## src/adc_fmt_pkg.sv

```systemverilog
// constants, field layout and carrier types for the conversion result formatter
// assumes a 12-bit converter core that hands over one code per completed conversion
package adc_fmt_pkg;

    localparam int SAMPLE_W = 12;
    localparam int RESULT_W = 16;
    localparam int CNT_W = 5;
    localparam int ADDR_W = 8;

    // register byte addresses on the apb bus
    localparam logic [7:0] ADDR_CTRL = 8'h00;
    localparam logic [7:0] ADDR_CFG = 8'h04;
    localparam logic [7:0] ADDR_RES_LOW = 8'h08;
    localparam logic [7:0] ADDR_RES_HIGH = 8'h0C;
    localparam logic [7:0] ADDR_STATUS = 8'h10;

    // converter_control_reg and converter_config_reg fields
    localparam int CTRL_LJST_BIT = 2;
    localparam logic [7:0] CTRL_RESET = 8'h00;
    localparam int CFG_RPT_LSB = 1;
    localparam logic [7:0] CFG_RESET = 8'hF8;

    // repeat_count_field encodings
    localparam logic [1:0] RPT_ONE = 2'h0;
    localparam logic [1:0] RPT_FOUR = 2'h1;
    localparam logic [1:0] RPT_EIGHT = 2'h2;
    localparam logic [1:0] RPT_SIXTEEN = 2'h3;

    localparam logic [15:0] RESULT_RESET = 16'h0000;

    // status word layout
    localparam int STAT_ACTIVE_BIT = 8;
    localparam int STAT_MISUSE_BIT = 9;

    typedef struct packed {
        logic valid;
        logic [SAMPLE_W-1:0] code;
    } conv_sample_t;

    typedef struct packed {
        logic [7:0] high;
        logic [7:0] low;
    } result_pair_t;

    function automatic logic [CNT_W-1:0] rpt_total(input logic [1:0] rpt);
        case (rpt)
            RPT_FOUR: rpt_total = 5'h04;
            RPT_EIGHT: rpt_total = 5'h08;
            RPT_SIXTEEN: rpt_total = 5'h10;
            default: rpt_total = 5'h01;
        endcase
    endfunction

endpackage

```

## src/adc_result_formatter.sv

```systemverilog
// conversion result formatter: apb register slave, repeat series control and
// the published 16-bit result pair
// assumes conv.valid pulses for one cycle per finished conversion, synchronous
// to pclk; the apb master follows the usual setup/access sequence
`timescale 1ns/10ps

module adc_result_formatter
    import adc_fmt_pkg::*;
(
    input wire logic pclk, // system clock, 40 MHz
    input wire logic presetn, // asynchronous reset, active low
    input wire logic psel, // apb select
    input wire logic penable, // apb access phase
    input wire logic pwrite, // apb direction, high for write
    input wire logic [ADDR_W-1:0] paddr, // apb byte address
    input wire logic [31:0] pwdata, // apb write data
    output logic [31:0] prdata, // apb read data
    output logic pready, // apb ready
    output logic pslverr, // apb error on unmapped address
    input wire conv_sample_t conv, // finished conversion from the core
    output result_pair_t result, // published result pair
    output logic result_update // high for one cycle per published result, even when the value is unchanged
);

    typedef enum logic [0:0] {ST_FIRST, ST_MIDDLE} series_state_t;

    function automatic logic addr_known(input logic [ADDR_W-1:0] addr);
        addr_known = (addr == ADDR_CTRL) || (addr == ADDR_CFG) ||
            (addr == ADDR_RES_LOW) || (addr == ADDR_RES_HIGH) ||
            (addr == ADDR_STATUS);
    endfunction

    // apb decode
    logic apb_setup;
    logic apb_access;
    logic apb_wr;
    logic ctrl_wr;
    logic cfg_wr;

    assign apb_setup = psel && !penable;
    assign apb_access = psel && penable;
    assign apb_wr = apb_access && pwrite;
    assign ctrl_wr = apb_wr && (paddr == ADDR_CTRL);
    assign cfg_wr = apb_wr && (paddr == ADDR_CFG);

    // zero wait states: every access completes in its first access cycle
    assign pready = 1'b1;
    assign pslverr = apb_access && !addr_known(paddr);

    // software registers
    logic [7:0] ctrl_reg;
    logic [7:0] ctrl_next;
    logic [7:0] cfg_reg;
    logic [7:0] cfg_next;
    logic left_justify_select;
    logic [1:0] repeat_count_field;

    always_comb
    begin
        ctrl_next = ctrl_reg;
        cfg_next = cfg_reg;
        if (ctrl_wr)
        begin
            ctrl_next = pwdata[7:0];
        end
        if (cfg_wr)
        begin
            cfg_next = pwdata[7:0];
        end
    end

    always_ff @(posedge pclk or negedge presetn)
    begin
        if (!presetn)
        begin
            ctrl_reg <= CTRL_RESET;
            cfg_reg <= CFG_RESET;
        end
        else
        begin
            ctrl_reg <= ctrl_next;
            cfg_reg <= cfg_next;
        end
    end

    assign left_justify_select = ctrl_reg[CTRL_LJST_BIT];
    assign repeat_count_field = cfg_reg[CFG_RPT_LSB +: 2];

    // series tracking
    series_state_t state_reg;
    series_state_t state_next;
    logic [CNT_W-1:0] count_reg;
    logic [CNT_W-1:0] count_next;
    logic [CNT_W-1:0] series_total;
    logic series_last;
    logic single_mode;
    logic acc_load;
    logic acc_add;
    logic misuse;

    assign series_total = rpt_total(repeat_count_field);
    assign series_last = (count_reg == CNT_W'(series_total - 5'h01));
    assign single_mode = (repeat_count_field == RPT_ONE);
    // left justify with a repeat count is a software fault; the sum stays right-justified
    assign misuse = left_justify_select && !single_mode;

    // a sample in the same cycle as a config write is dropped with the old series
    always_comb
    begin
        state_next = state_reg;
        count_next = count_reg;
        acc_load = 1'b0;
        acc_add = 1'b0;
        if (cfg_wr)
        begin
            state_next = ST_FIRST;
            count_next = '0;
        end
        else if (conv.valid)
        begin
            case (state_reg)
                ST_FIRST:
                begin
                    acc_load = 1'b1;
                    if (series_last)
                    begin
                        count_next = '0;
                    end
                    else
                    begin
                        state_next = ST_MIDDLE;
                        count_next = 5'h01;
                    end
                end
                ST_MIDDLE:
                begin
                    acc_add = 1'b1;
                    if (series_last)
                    begin
                        state_next = ST_FIRST;
                        count_next = '0;
                    end
                    else
                    begin
                        count_next = CNT_W'(count_reg + 5'h01);
                    end
                end
                default:
                begin
                    state_next = ST_FIRST;
                    count_next = '0;
                end
            endcase
        end
    end

    always_ff @(posedge pclk or negedge presetn)
    begin
        if (!presetn)
        begin
            state_reg <= ST_FIRST;
            count_reg <= '0;
        end
        else
        begin
            state_reg <= state_next;
            count_reg <= count_next;
        end
    end

    logic [RESULT_W-1:0] acc_sum;
    logic [RESULT_W-1:0] acc_sum_next;
    logic [RESULT_W-1:0] just_word;

    sample_accumulator u_acc (
        .pclk(pclk),
        .presetn(presetn),
        .load(acc_load),
        .add(acc_add),
        .code(conv.code),
        .sum(acc_sum),
        .sum_next(acc_sum_next)
    );

    result_justify u_just (
        .code(conv.code),
        .left(left_justify_select),
        .word(just_word)
    );

    // published result
    logic [RESULT_W-1:0] result_reg;
    logic [RESULT_W-1:0] result_next;
    logic update_reg;
    logic update_next;

    always_comb
    begin
        result_next = result_reg;
        update_next = 1'b0;
        if (conv.valid && series_last && !cfg_wr)
        begin
            update_next = 1'b1;
            if (single_mode)
            begin
                result_next = just_word;
            end
            else
            begin
                result_next = acc_sum_next;
            end
        end
    end

    always_ff @(posedge pclk or negedge presetn)
    begin
        if (!presetn)
        begin
            result_reg <= RESULT_RESET;
            update_reg <= 1'b0;
        end
        else
        begin
            result_reg <= result_next;
            update_reg <= update_next;
        end
    end

    assign result = result_pair_t'(result_reg);
    assign result_update = update_reg;

    // read data is captured in the setup cycle, so a result published on the
    // access edge is seen by the next read
    logic [31:0] prdata_reg;
    logic [31:0] prdata_next;
    logic [31:0] status_word;

    always_comb
    begin
        status_word = '0;
        status_word[CNT_W-1:0] = count_reg;
        status_word[STAT_ACTIVE_BIT] = (state_reg == ST_MIDDLE);
        status_word[STAT_MISUSE_BIT] = misuse;
    end

    always_comb
    begin
        prdata_next = prdata_reg;
        if (apb_setup && !pwrite)
        begin
            case (paddr)
                ADDR_CTRL: prdata_next = {24'h000000, ctrl_reg};
                ADDR_CFG: prdata_next = {24'h000000, cfg_reg};
                ADDR_RES_LOW: prdata_next = {24'h000000, result.low};
                ADDR_RES_HIGH: prdata_next = {24'h000000, result.high};
                ADDR_STATUS: prdata_next = status_word;
                default: prdata_next = 32'h00000000;
            endcase
        end
    end

    always_ff @(posedge pclk or negedge presetn)
    begin
        if (!presetn)
        begin
            prdata_reg <= 32'h00000000;
        end
        else
        begin
            prdata_reg <= prdata_next;
        end
    end

    assign prdata = prdata_reg;

    // helper for checks: every sample of the running series at full scale
    logic full_run_reg;
    logic full_now;

    always_comb
    begin
        full_now = (conv.code == 12'hFFF) &&
            ((state_reg == ST_FIRST) || full_run_reg);
    end

    always_ff @(posedge pclk or negedge presetn)
    begin
        if (!presetn)
        begin
            full_run_reg <= 1'b0;
        end
        else if (conv.valid)
        begin
            full_run_reg <= full_now;
        end
    end
endmodule

```

## src/result_justify.sv

```systemverilog
// places a single 12-bit code right- or left-justified in the 16-bit result word
// purely combinational; the caller registers the outcome
`timescale 1ns/10ps

module result_justify
    import adc_fmt_pkg::*;
(
    input wire logic [SAMPLE_W-1:0] code, // raw converter code
    input wire logic left, // high selects left-justified placement
    output logic [RESULT_W-1:0] word // formatted result word
);

    localparam int PAD_W = RESULT_W - SAMPLE_W;

    always_comb
    begin
        if (left)
        begin
            word = {code, {PAD_W{1'b0}}};
        end
        else
        begin
            word = {{PAD_W{1'b0}}, code};
        end
    end

endmodule

```

## src/sample_accumulator.sv

```systemverilog
// running sum of converter codes for one repeat series
// load starts a fresh sum, add extends it; never both in one cycle
`timescale 1ns/10ps

module sample_accumulator
    import adc_fmt_pkg::*;
(
    input wire logic pclk, // system clock
    input wire logic presetn, // asynchronous reset, active low
    input wire logic load, // first sample of a series
    input wire logic add, // later sample of a series
    input wire logic [SAMPLE_W-1:0] code, // sample to take in
    output logic [RESULT_W-1:0] sum, // sum so far
    output logic [RESULT_W-1:0] sum_next // sum including this cycle's sample
);

    logic [RESULT_W-1:0] sum_reg;
    logic [RESULT_W-1:0] code_ext;

    assign code_ext = {{(RESULT_W-SAMPLE_W){1'b0}}, code};

    // sixteen full-scale codes reach 0xFFF0, so 16 bits never wrap
    always_comb
    begin
        sum_next = sum_reg;
        if (load)
        begin
            sum_next = code_ext;
        end
        else if (add)
        begin
            sum_next = RESULT_W'(sum_reg + code_ext);
        end
    end

    always_ff @(posedge pclk or negedge presetn)
    begin
        if (!presetn)
        begin
            sum_reg <= RESULT_RESET;
        end
        else
        begin
            sum_reg <= sum_next;
        end
    end

    assign sum = sum_reg;

endmodule

```

## config.mk

```make
export PLATFORM = sky130hd
export DESIGN_NAME = adc_result_formatter
export DESIGN_NICKNAME = d
export VERILOG_FILES = /design/src/adc_fmt_pkg.sv /design/src/adc_result_formatter.sv /design/src/result_justify.sv /design/src/sample_accumulator.sv
export SDC_FILE = /design/constraint.sdc
export NUM_CORES = 1
export LEC_CHECK = 0
export BUFFER_PORTS_ARGS = -buffer_cell sky130_fd_sc_hd__buf_2
export CAP_MARGIN = 20
export CORE_UTILIZATION = 50
export CTS_BUF_LIST = sky130_fd_sc_hd__clkbuf_8
export DETAILED_ROUTE_END_ITERATION = 6
export PLACE_DENSITY_LB_ADDON = 0.08
export SLEW_MARGIN = 10
export SYNTH_ARGS = -nofsm -noshare
export SYNTH_HDL_FRONTEND = slang
export SYNTH_SLANG_ARGS = --single-unit
```

## constraint.sdc

```tcl
create_clock -name pclk -period 5.22 [get_ports pclk]
set_input_delay 0.783 -clock pclk [delete_from_list [all_inputs] [get_ports pclk]]
set_output_delay 0.783 -clock pclk [all_outputs]
set_load 0.1 [all_outputs]
```

; After elaboration in Yosys (flattened, before gate mapping)
; Index checks and enable logic that the tools add are counted.
[op_classes]
n_eq_ne = 8
mux = 21
n_addsub = 3
reduce_logical = 22
bitwise_logic = 1
[ops]
columns = operator, count
row1 = $mux 16, 4
row2 = $pmux 10 s5, 1
row3 = $add 16x12->16, 1
row4 = $eq 8x4->1 const B, 2
row5 = $mux 5, 3
row6 = $pmux 5 s3, 1
row7 = $mux 1, 11
row8 = $logic_and 1x1->1, 10
row9 = $pmux 5 s2, 1
row10 = $eq 8x3->1 const B, 1
row11 = $eq 8x5->1 const B, 1
row12 = $logic_not 8->1, 1
row13 = $add 5x1->5 const B, 1
row14 = $eq 5x5->1, 1
row15 = $logic_not 1->1, 5
row16 = $sub 5x1->5 const B, 1
row17 = $eq 2x2->1 const B, 2
row18 = $logic_or 1x1->1, 4
row19 = $eq 2x1->1 const B, 1
row20 = $logic_not 2->1, 1
row21 = $reduce_bool 2->1, 1
row22 = $not 1->1, 1
[word_totals]
wordCells = 63
output_inout_bits = 51
input_bits = 58
reg_bits = 87

; Longest topological paths before layout
; Gate-level depths: netlist of run 1.
[depth]
word_depth = 8
depth_mapped = 9
mapped_depth_nobuf = 9

; Hierarchy
; From an unflattened synthesis of run 1, not the netlist that was laid out.
[unflattened]
hier_cells = 402
hier_area_um2 = 4249.1
[modules_own_cells]
columns = mod, n_inst, area_per_inst_um2, cells_per_inst, seq_area_each_um2
row1 = adc_result_formatter, 1, 2747.6, 230, 1232.4
row2 = sample_accumulator, 1, 1327.5, 154, 400.4
row3 = result_justify, 1, 173.9, 18, 0.0

; Worst setup path after synthesis of run 1
; OpenSTA, ideal clock, no wires.
[synth_path]
kind = input -> output
startpoint = input paddr[2]
endpoint = output pslverr
path_buffers = 1
arrival_ns = 2.842
path_stages = 3
slack_ns = 1.595
t_required_ns = 4.437
cell_sequence = buf_1 -> o21ai_0 -> a21oi_1
[synth_via]
elab_chain_cells = 7
elab_cells_between_ends = 11
classes_between = eq/ne: 4 / reduce/logical: 7
[synth_lines]
columns = element, line_no
row1 = "start, declared", adc_result_formatter.sv:15  ; input wire logic [ADDR_W-1:0] paddr,
row2 = $eq 8x3->1 / $logic_not 8->1 (equally long branches), adc_result_formatter.sv:28  ; addr_known = (addr == ADDR_CTRL) || (addr == ADDR_CFG) ||
row3 = $logic_or 1x1->1 (2 in a row), adc_result_formatter.sv:28
row4 = $logic_or 1x1->1, adc_result_formatter.sv:29  ; (addr == ADDR_RES_LOW) || (addr == ADDR_RES_HIGH) ||
row5 = $logic_or 1x1->1 (*), adc_result_formatter.sv:29
row6 = $logic_not 1->1 (*), adc_result_formatter.sv:48  ; assign pslverr = apb_access && !addr_known(paddr);
row7 = $logic_and 1x1->1 (*), adc_result_formatter.sv:48
row8 = "end, declared", adc_result_formatter.sv:19  ; output logic pslverr,
; Mark *: on every way between the ends. The rest lies on a longest branch, timed or not.

; Final worst setup path of run 1
[layout_path]
startpoint = input paddr[1]
endpoint = register count_reg[3]
[layout_via]
elab_chain_cells = 3
elab_cells_between_ends = 4
classes_between = eq/ne: 1 / mux: 1 / reduce/logical: 2
[layout_lines]
columns = element, line_no
row1 = $eq 8x3->1 (*), adc_result_formatter.sv:44  ; assign cfg_wr = apb_wr && (paddr == ADDR_CFG);
row2 = $logic_and 1x1->1 (*), adc_result_formatter.sv:44
row3 = $mux 5 / $reduce_bool 2->1 (equally long branches), --
row4 = "end signal, assigned", adc_result_formatter.sv:167  ; count_reg <= count_next;
row5 = "end, declared", adc_result_formatter.sv:92  ; logic [CNT_W-1:0] count_reg;
; Marked as above.
; A chain may end at the register's enable or synchronous reset.

==> results.yml, run 1 <==
layout:
  final_cells: 602
  drive_above_1_share_pct: 22.2
  antennaDiodeCount: 0
  area_growth_pct: 11.8
  nets: 567
  finish.utilization_pct: 58.2
  stdcell_area_sq_um: 4540
timing:
  clock.fmax_ghz: 0.322
  finalMaxSlewViolations: 0
  fin_skew_ns: 0.00880
  whs_ns: 0.477
  fin_crit_sh_pct: 59.5
  setup_violations: 0
  relSlewSlack_pct: 32.9
  timing_hold_violations_final: 0
  max_slew.worst_pin.slew_ns: 1.00
  rsz0062_at_grt: "false"
  fin_tns_setup_ns: 0
  layout_setup_ws_ns: 2.12
  period_needed_ns: 3.10
floorplanning:
  start_util_pct: 52.0
  io_pins: 109
  die_y_microns: 92.1
  die_w_microns: 92.1
  row_count: 32
  die-area_sq_um: 8490
  coreArea_sq_um: 7810
worst_setup_path:
  end_kind: "register"
  crit_family: "simple AND/OR/NAND/NOR gates"
  cp.depth: 7
  r2r-end: "result[14]$_DFFE_PN0P_"
  critPathArrivalTime_ns: 3.33
  path_cells: "buf_2, or4_1, or3_1, nor2_1, nor2_1, o21ai_0, o31ai_1"
  cp.buffers_inverters: 1
  reg2regPathDepth: 9
  rr_startpoint: "u_acc.sum[0]$_DFF_PN0_"
  slowest_stage: "nor2_1"
  r2r_slack_ns: 2.53
  path_max_fanout: 11
  startpoint_type: "primary input"
  crit_type: "primary input to register"
  cpMostUsedCell: "nor2_1"
  cp.required_ns: 5.44
  slowest_delay_ns: 0.83
global_routing:
  grt_pass1_vias: 3252
  overflow: 0
  grtUsageTotal_pct: 25.4
  grt_start_max_net_pins: 66
  grt_pass1_wl_mm: 16.7
  antenna_found_initial: 0
logic_synthesis:
  syn_inst: 442
  ys_seq_elements: 65
  synth_top_area_share_pct: 37.0
  yosysTopAreaCell: "dfrtp_1"
  yosysMostFrequentCell: "dfrtp_1"
  synth_async_sr_flop_share_pct: 100
  synth_area_sq_um: 4060
  synth_seq_area_share_pct: 40.2
  synth-main-ff-cell: "dfrtp_1"
  yosysUniqueCellTypes: 56
  yosys_warnings: 0
  synth_edf_count: 0
  synth_common_cells: "dfrtp_1, nand2_1, nor2_1"
  avgSynthCellArea_sq_um: 9.19
  synth_area_leaders: "dfrtp_1, mux2_2, nand2_1"
clock_network:
  clock_latency_ns: 0.34
  cts_tree: "yes"
  cts_sinks: 65
  cts_setup_buffers: 0
  hold_buffers: 0
  htreeDepth: 3
  post_cts_resized: 0
  cts_buffers: 9
  cts_root_buf: "clkbuf_8"
  clk_path_buf_depth: 2
  path_clk_slew_ns: 0.08
route:
  ant_nets: 0
  wl_per_cell_microns: 16.9
  vias_per_cell: 5.59
  drt_iter0_drc: 141
  drt_wl_total_mm: 10.2
  dr.pass1.iters: 4
  vias: 3367
  drc: 0
power:
  p_int_mw: 1.13
  switchingPower_mw: 1.16
  leakage_nw: 2.10
  pwr-share-seq_pct: 30.5
  powerDensity_nw_per_um2: 503
  pwr-share-comb_pct: 49.0
  swShare_pct: 50.6
  ir_drop_v: 0.000247
  p_total_mw: 2.29
  p_clk_share_pct: 20.5
place:
  placedInstanceArea_sq_um: 4330
  io_buffers: 61
  hpwl_mm: 7.27
  pre_cts_ws_ns: 1.76
  placed_cells_incl_taps: 586
  gp_congestion: 0.906
hold_path:
  min_to: "prdata[5]$_DFFE_PN0P_"
  whs_path_depth: 2
  min_from: "prdata[5]$_DFFE_PN0P_"
  hp-class: "register to register"
run_status:
  status: "completed"
flow_run:
  drv_cap: 0
cells in the final DEF, fill, tap and decap left out, types with 9 or more instances in the layout:
| cell type | count |
|---|---|
| mux2i_1 | 15 |
| clkbuf_8 | 9 |
| nand3_1 | 14 |
| buf_2 | 61 |
| mux2_2 | 18 |
| nor2_1 | 46 |
| ha_1 | 13 |
| o21ai_0 | 26 |
| nand2_1 | 54 |
| conb_1 | 23 |
| a21oi_1 | 33 |
| dfrtp_1 | 60 |
tightest hold or removal path, delay by kind of cell, from the launching register on:
family,cells,cell delay [ns]
flops,1,0.35
simple gates,2,0.10
kinds of logic (layout without fill, tap and decap cells):
logic type,Yosys count,count (layout),share of synthesized area (%)
AO/OA/AOI/OAI,112,112,17.8
XOR/XNOR,12,12,2.59
adder cells (fa/ha/maj),14,14,4.50
buffers and inverters,50,87,7.36
flip-flops,65,65,40.2
multiplexers,36,36,10.3
other,2,23,0.185
AND/OR/NAND/NOR,151,151,17.1
cell type report:
type                    instances  area [sq um]
multi-input cells             348          2210
clock inverters                 7          87.6
inverters                       6          23.8
well taps                     102           128
flip-flops and latches         65          1630
fillers                       719          3270
clock buffers                   9           124
repair buffers                 65           335
worst max-delay path by stage:
stage | slack [ns] | to | startpoint
floorplan | 1.60 | pslverr | paddr[2]
global placement | 1.81 | count_reg[3]$_DFFE_PN0P_ | paddr[1]
detailed placement | 1.76 | count_reg[3]$_DFFE_PN0P_ | paddr[1]
CTS | 2.11 | count_reg[3]$_DFFE_PN0P_ | paddr[1]
global route | 1.88 | count_reg[3]$_DFFE_PN0P_ | paddr[1]
finish | 2.12 | count_reg[3]$_DFFE_PN0P_ | paddr[1]
metal layers:
| metal | vias up | global-route usage (%) | share of wire (%) |
|---|---|---|---|
| met4 | 0 | 6.38 | 0.82 |
| met1 | 1626 | 34.3 | 48 |
| met5 | - | 0 | 0 |
| li1 | 1645 | - | - |
| met2 | 88 | 43.0 | 47 |
| met3 | 8 | 3.48 | 4.3 |
power groups by stage:
| stage | logic, mW | registers, mW | clock network, mW |
|---|---|---|---|
| after floorplan | 0.540 | 1.06 | 0 |
| after global placement | 1.09 | 0.701 | 0 |
| after detailed placement | 1.11 | 0.704 | 0 |
| after CTS | 1.11 | 0.695 | 0.472 |
| after global routing | 1.19 | 0.710 | 0.496 |
| final | 1.12 | 0.696 | 0.469 |
Note: power is estimated with default switching activity, not from simulation.
==> run 2: changes to the inputs <==
==> constraint.sdc (replaced) <==
create_clock -name pclk -period 2.63 [get_ports pclk]
set_input_delay 0.3945 -clock pclk [delete_from_list [all_inputs] [get_ports pclk]]
set_output_delay 0.3945 -clock pclk [all_outputs]
set_load 0.1 [all_outputs]
==> run 2 against run 1 <==
  * Critical path type is now register to register
  * Global-route usage rose by 0.33 points
  * Hold slack got worse by 0.27 ns
  * Sequential share of layout area fell by 1.6 points
  * Clock power rose by 130%
  * Die area did not move
  * Highest routed layer unchanged
  * Worst setup slack got worse by 1.9 ns
  * First-iteration DRC count rose by 21%
  * Clock skew rose by 0.0023 ns
  * Core utilization rose by 2.8 points
==> results.yml, run 2 (synthesis gave the netlist of run 1 again) <==
floorplanning:
  die_y_microns: 92.1
  start_util_pct: 52.0
  die_w_microns: 92.1
  io_pins: 109
  coreArea_sq_um: 7810
  die-area_sq_um: 8490
  row_count: 32
worst_setup_path:
  startpoint_type: "register"
  path_max_fanout: 2
  end_kind: "register"
  reg2regPathDepth: 9
  critPathArrivalTime_ns: 2.70
  cp.required_ns: 2.87
  crit_type: "register to register"
timing:
  fin_crit_sh_pct: 93.4
  setup_violations: 0
  clock.fmax_ghz: 0.407
  timing_hold_violations_final: 0
  fin_tns_setup_ns: 0
  max_slew.worst_pin.slew_ns: 0.859
  period_needed_ns: 2.46
  relSlewSlack_pct: 42.7
  finalMaxSlewViolations: 0
  layout_setup_ws_ns: 0.173
  rsz0062_at_grt: "false"
  whs_ns: 0.205
  fin_skew_ns: 0.0111
route:
  wl_per_cell_microns: 16.4
  vias: 3456
  drc: 0
  vias_per_cell: 5.56
  ant_nets: 0
  drt_wl_total_mm: 10.2
  dr.pass1.iters: 4
  drt_iter0_drc: 171
clock_network:
  cts_buffers: 9
  cts_sinks: 65
  cts_tree: "yes"
  hold_buffers: 0
  htreeDepth: 3
  cts_root_buf: "clkbuf_8"
  clock_latency_ns: 0.35
  clk_path_buf_depth: 2
  path_clk_slew_ns: 0.08
hold_path:
  hp-class: "primary input to asynchronous set/reset pin"
layout:
  stdcell_area_sq_um: 4760
  layout_common_cells: "buf_2, dfrtp_1, nand2_1"
  area_growth_pct: 17.1
  multi_input_area_sq_um: 2220
  layout_commonest_cell: "buf_2"
  n_fill_cell: 700
  drive_above_1_share_pct: 26.2
  seq_area_sq_um: 1630
  antennaDiodeCount: 0
  nets: 587
place:
  hpwl_mm: 7.50
  pre_cts_ws_ns: -0.0451
  placedInstanceArea_sq_um: 4500
  gp_congestion: 0.907
  io_buffers: 61
power:
  leakage_nw: 2.22
  powerDensity_nw_per_um2: 999
  ir_drop_v: 0.000398
  p_total_mw: 4.75
global_routing:
  grt_start_max_net_pins: 66
  grtUsageTotal_pct: 25.7
  grt_pass1_wl_mm: 16.7
  antenna_found_initial: 0
  grt_pass1_vias: 3353
  overflow: 0
flow_run:
  drv_cap: 0
run_status:
  status: "completed"
-- run 2: cell count changes in the layout (fill, tap and decap cells not counted), sizes merged --
cell and delta:
buf +20, bufinv +1, clkbuf +1, clkinv +1, clkinvlp -1, inv -2
-- run 2: final cells by class --
type | count | area share, %
clock buffer | 10 | 2.89
clock inverter | 6 | 2.42
multi-input combinational | 348 | 46.7
timing repair buffer | 85 | 10.5
inverter | 6 | 0.500
sequential | 65 | 34.3
tap | 102 | 2.68
-- run 2: per-layer routing --
metal  global-route usage (%)  share of wire [%]
met5                        0                  0
met1                     35.5                 46
met4                     6.90               0.75
met2                     41.4                 48
met3                     4.89                5.7
-- run 2: critical path, cell delays in order (launching register included) --
cell	delay, ns
dfrtp_1	0.39
ha_1	0.21
fa_1	0.41
a21oi_2	0.17
o21ai_0	0.14
a31o_2	0.30
o31ai_2	0.24
xor2_1	0.21
a2bb2oi_1	0.18
o21ai_0	0.09
-- run 2: path summary, 6_finish.rpt --
kind	start	endpoint	slack [ns]
max reg2reg	u_acc.sum[0]$_DFF_PN0_	result[14]$_DFFE_PN0P_	0.17
max	u_acc.sum[0]$_DFF_PN0_	result[14]$_DFFE_PN0P_	0.17
min reg2reg	prdata[6]$_DFFE_PN0P_	prdata[6]$_DFFE_PN0P_	0.47
max in group asynchronous	presetn	u_acc.sum[5]$_DFF_PN0_	1.83
min in group pclk	pwdata[7]	ctrl_reg[7]$_DFFE_PN0P_	0.29
min	presetn	ctrl_reg[6]$_DFFE_PN0P_	0.20
-- run 2: stage by stage --
step                      std cells  util (%)
after global routing            622      60.9
after global placement          606      57.6
final                           622      60.9
after detailed placement        606      57.6
after CTS                       622      60.8
after floorplan                 463         -
-- run 2: report_power, final --
group	switching, mW	internal [mW]	total (mW)
Combinational	1.69	0.582	2.28
Sequential	0.184	1.20	1.38
Clock	0.436	0.659	1.10
Total	2.31	2.44	4.75
-- run 2: timing repair --
item	CTS	global route
endpoints found under the setup margin	0	1
buffers inserted	0	0
resized for setup	0	2
==> run 3: changes to the inputs <==
--- a/config.mk
+++ b/config.mk
@@ -10,7 +10,7 @@
 export CORE_UTILIZATION = 50
 export CTS_BUF_LIST = sky130_fd_sc_hd__clkbuf_8
 export DETAILED_ROUTE_END_ITERATION = 6
-export PLACE_DENSITY_LB_ADDON = 0.08
+export PLACE_DENSITY_LB_ADDON = 0.3
 export SLEW_MARGIN = 10
 export SYNTH_ARGS = -nofsm -noshare
 export SYNTH_HDL_FRONTEND = slang
==> run 3 against run 2 <==
  * The run now ends with DRC left
  * Non-clock buffer count fell by 2
  * Clock-buffer cell count down 1
  * Global-route usage down 0.85 points
  * Total power down 4.6%
  * Design area is 1.7% lower
  * Sequential share of layout area is 0.58 points higher
  * Cell count is 0.32% lower
  * Core utilization is 1.0 points lower
  * Fmax barely moved
  * Critical path depth unchanged
  * Sequential cell count is the same
  * Critical endpoint unchanged
  * Largest cell class unchanged
==> results.yml, run 3 (synthesis gave the netlist of run 1 again) <==
clock_network:
  path_clk_slew_ns: 0.09
  clk_path_buf_depth: 2
  cts_sinks: 65
  htreeDepth: 3
  cts_root_buf: "clkbuf_8"
  post_cts_resized: 0
  hold_buffers: 0
  cts_buffers: 9
  cts_tree: "yes"
  clock_latency_ns: 0.35
  cts_setup_buffers: 0
timing:
  fin_skew_ns: 0.0168
  fin_crit_sh_pct: 93.5
  timing_hold_violations_final: 0
  max_slew.worst_pin.slew_ns: 0.880
  clock.fmax_ghz: 0.407
  relSlewSlack_pct: 41.2
  setup_violations: 0
  finalMaxSlewViolations: 0
  period_needed_ns: 2.46
power:
  leakage_nw: 2.18
  powerDensity_nw_per_um2: 969
  ir_drop_v: 0.000398
  p_total_mw: 4.53
global_routing:
  grt_pass1_vias: 3209
  grt_pass1_wl_mm: 16.3
  grtUsageTotal_pct: 24.9
  grt_start_max_net_pins: 66
  antenna_found_initial: 0
  overflow: 0
layout:
  layout_common_cells: "buf_2, dfrtp_1, nand2_1"
  area_growth_pct: 15.2
  final_cells: 620
  finish.utilization_pct: 59.9
  nets: 585
  n_fill_cell: 718
  layout_commonest_cell: "buf_2"
  drive_above_1_share_pct: 25.9
  antennaDiodeCount: 0
route:
  ant_nets: 0
  drt_wl_total_mm: 10.0
  wl_per_cell_microns: 16.2
  vias: 3537
  vias_per_cell: 5.70
  drc: 7
  drt_iter0_drc: 282
  dr.pass1.iters: 7
floorplanning:
  die_w_microns: 92.1
  die-area_sq_um: 8490
  row_count: 32
  start_util_pct: 52.0
  coreArea_sq_um: 7810
  io_pins: 109
  die_y_microns: 92.1
worst_setup_path:
  startpoint_type: "register"
  path_max_fanout: 2
  cp.required_ns: 2.85
  critPathArrivalTime_ns: 2.68
  cp-startpoint: "u_acc.sum[0]$_DFF_PN0_"
  crit_type: "register to register"
  rr_startpoint: "u_acc.sum[0]$_DFF_PN0_"
  end_kind: "register"
place:
  placed_cells_incl_taps: 604
  gp_congestion: 0.881
  hpwl_mm: 7.43
  io_buffers: 61
hold_path:
  hp-class: "primary input to asynchronous set/reset pin"
flow_run:
  drv_cap: 0
run_status:
  status: "complete, but fails checks"
  violations: "DRC"
run 3: cell types whose count changed in the layout (fill, tap and decap cells not counted):
| cell | before | now |
|---|---|---|
| bufinv_16 | 3 | 1 |
| inv_6 | 0 | 2 |
| buf_12 | 1 | 0 |
| buf_4 | 23 | 22 |
| clkbuf_8 | 10 | 9 |
| clkinv_2 | 1 | 2 |
run 3: report_power, final:
group / total (mW) / internal [mW] / switching (mW)
Clock: 0.880 / 0.446 / 0.434
Sequential: 1.38 / 1.20 / 0.187
Combinational: 2.27 / 0.572 / 1.70
Total: 4.53 / 2.21 / 2.32
run 3: final cells by class:
cell class	count	area, sq um	share of cell area, %
Sequential cell	65	1630	34.9
Multi-Input combinational cell	348	2220	47.5
Inverter	6	23.8	0.508
Clock inverter	7	77.6	1.66
Tap cell	102	128	2.73
Clock buffer	9	124	2.65
Timing Repair Buffer	83	470	10.1
run 3: final timing paths:
| kind | to | slack, ns | depth (start not counted) |
|---|---|---|---|
| setup / recovery | result[14]$_DFFE_PN0P_ | 0.17 | 9 |
| hold / removal | u_acc.sum[10]$_DFF_PN0_ | 0.22 | 2 |
| setup reg to reg | result[14]$_DFFE_PN0P_ | 0.17 | 9 |
| hold reg to reg | prdata[5]$_DFFE_PN0P_ | 0.47 | 2 |
| max in group asynchronous | prdata[2]$_DFFE_PN0P_ | 1.86 | 2 |
| min in group pclk | ctrl_reg[4]$_DFFE_PN0P_ | 0.29 | 2 |
run 3: critical path: stages, from the launching register on:
cell and delay [ns]:
dfrtp_1 0.38, ha_1 0.21, fa_1 0.42, a21oi_2 0.17, o21ai_0 0.14, a31o_2 0.30, o31ai_2 0.24, xor2_1 0.22
a2bb2oi_1 0.17, o21ai_0 0.09
run 3: routing by layer:
layer	share of wire (%)	global-route usage [%]	up-vias
met3	5.7	3.07	16
met4	1.6	8.98	0
met1	46	35.8	1701
met2	46	38.5	133
li1	-	-	1687
met5	0	0	-
run 3: stage by stage:
step	area (sq um)	setup slack, ns	TNS (ns)	hold slack [ns]
3_5_place_dp	4470	-0.0746	-0.0746	0.458
3_3_place_gp	4470	-0.0573	-0.0573	0.454
2_1_floorplan	4150	0.213	0	0.0989
4_1_cts	4670	0.0692	0	0.250
6_report	4680	0.172	0	0.218
5_1_grt	4680	-0.00140	-0.00140	0.289
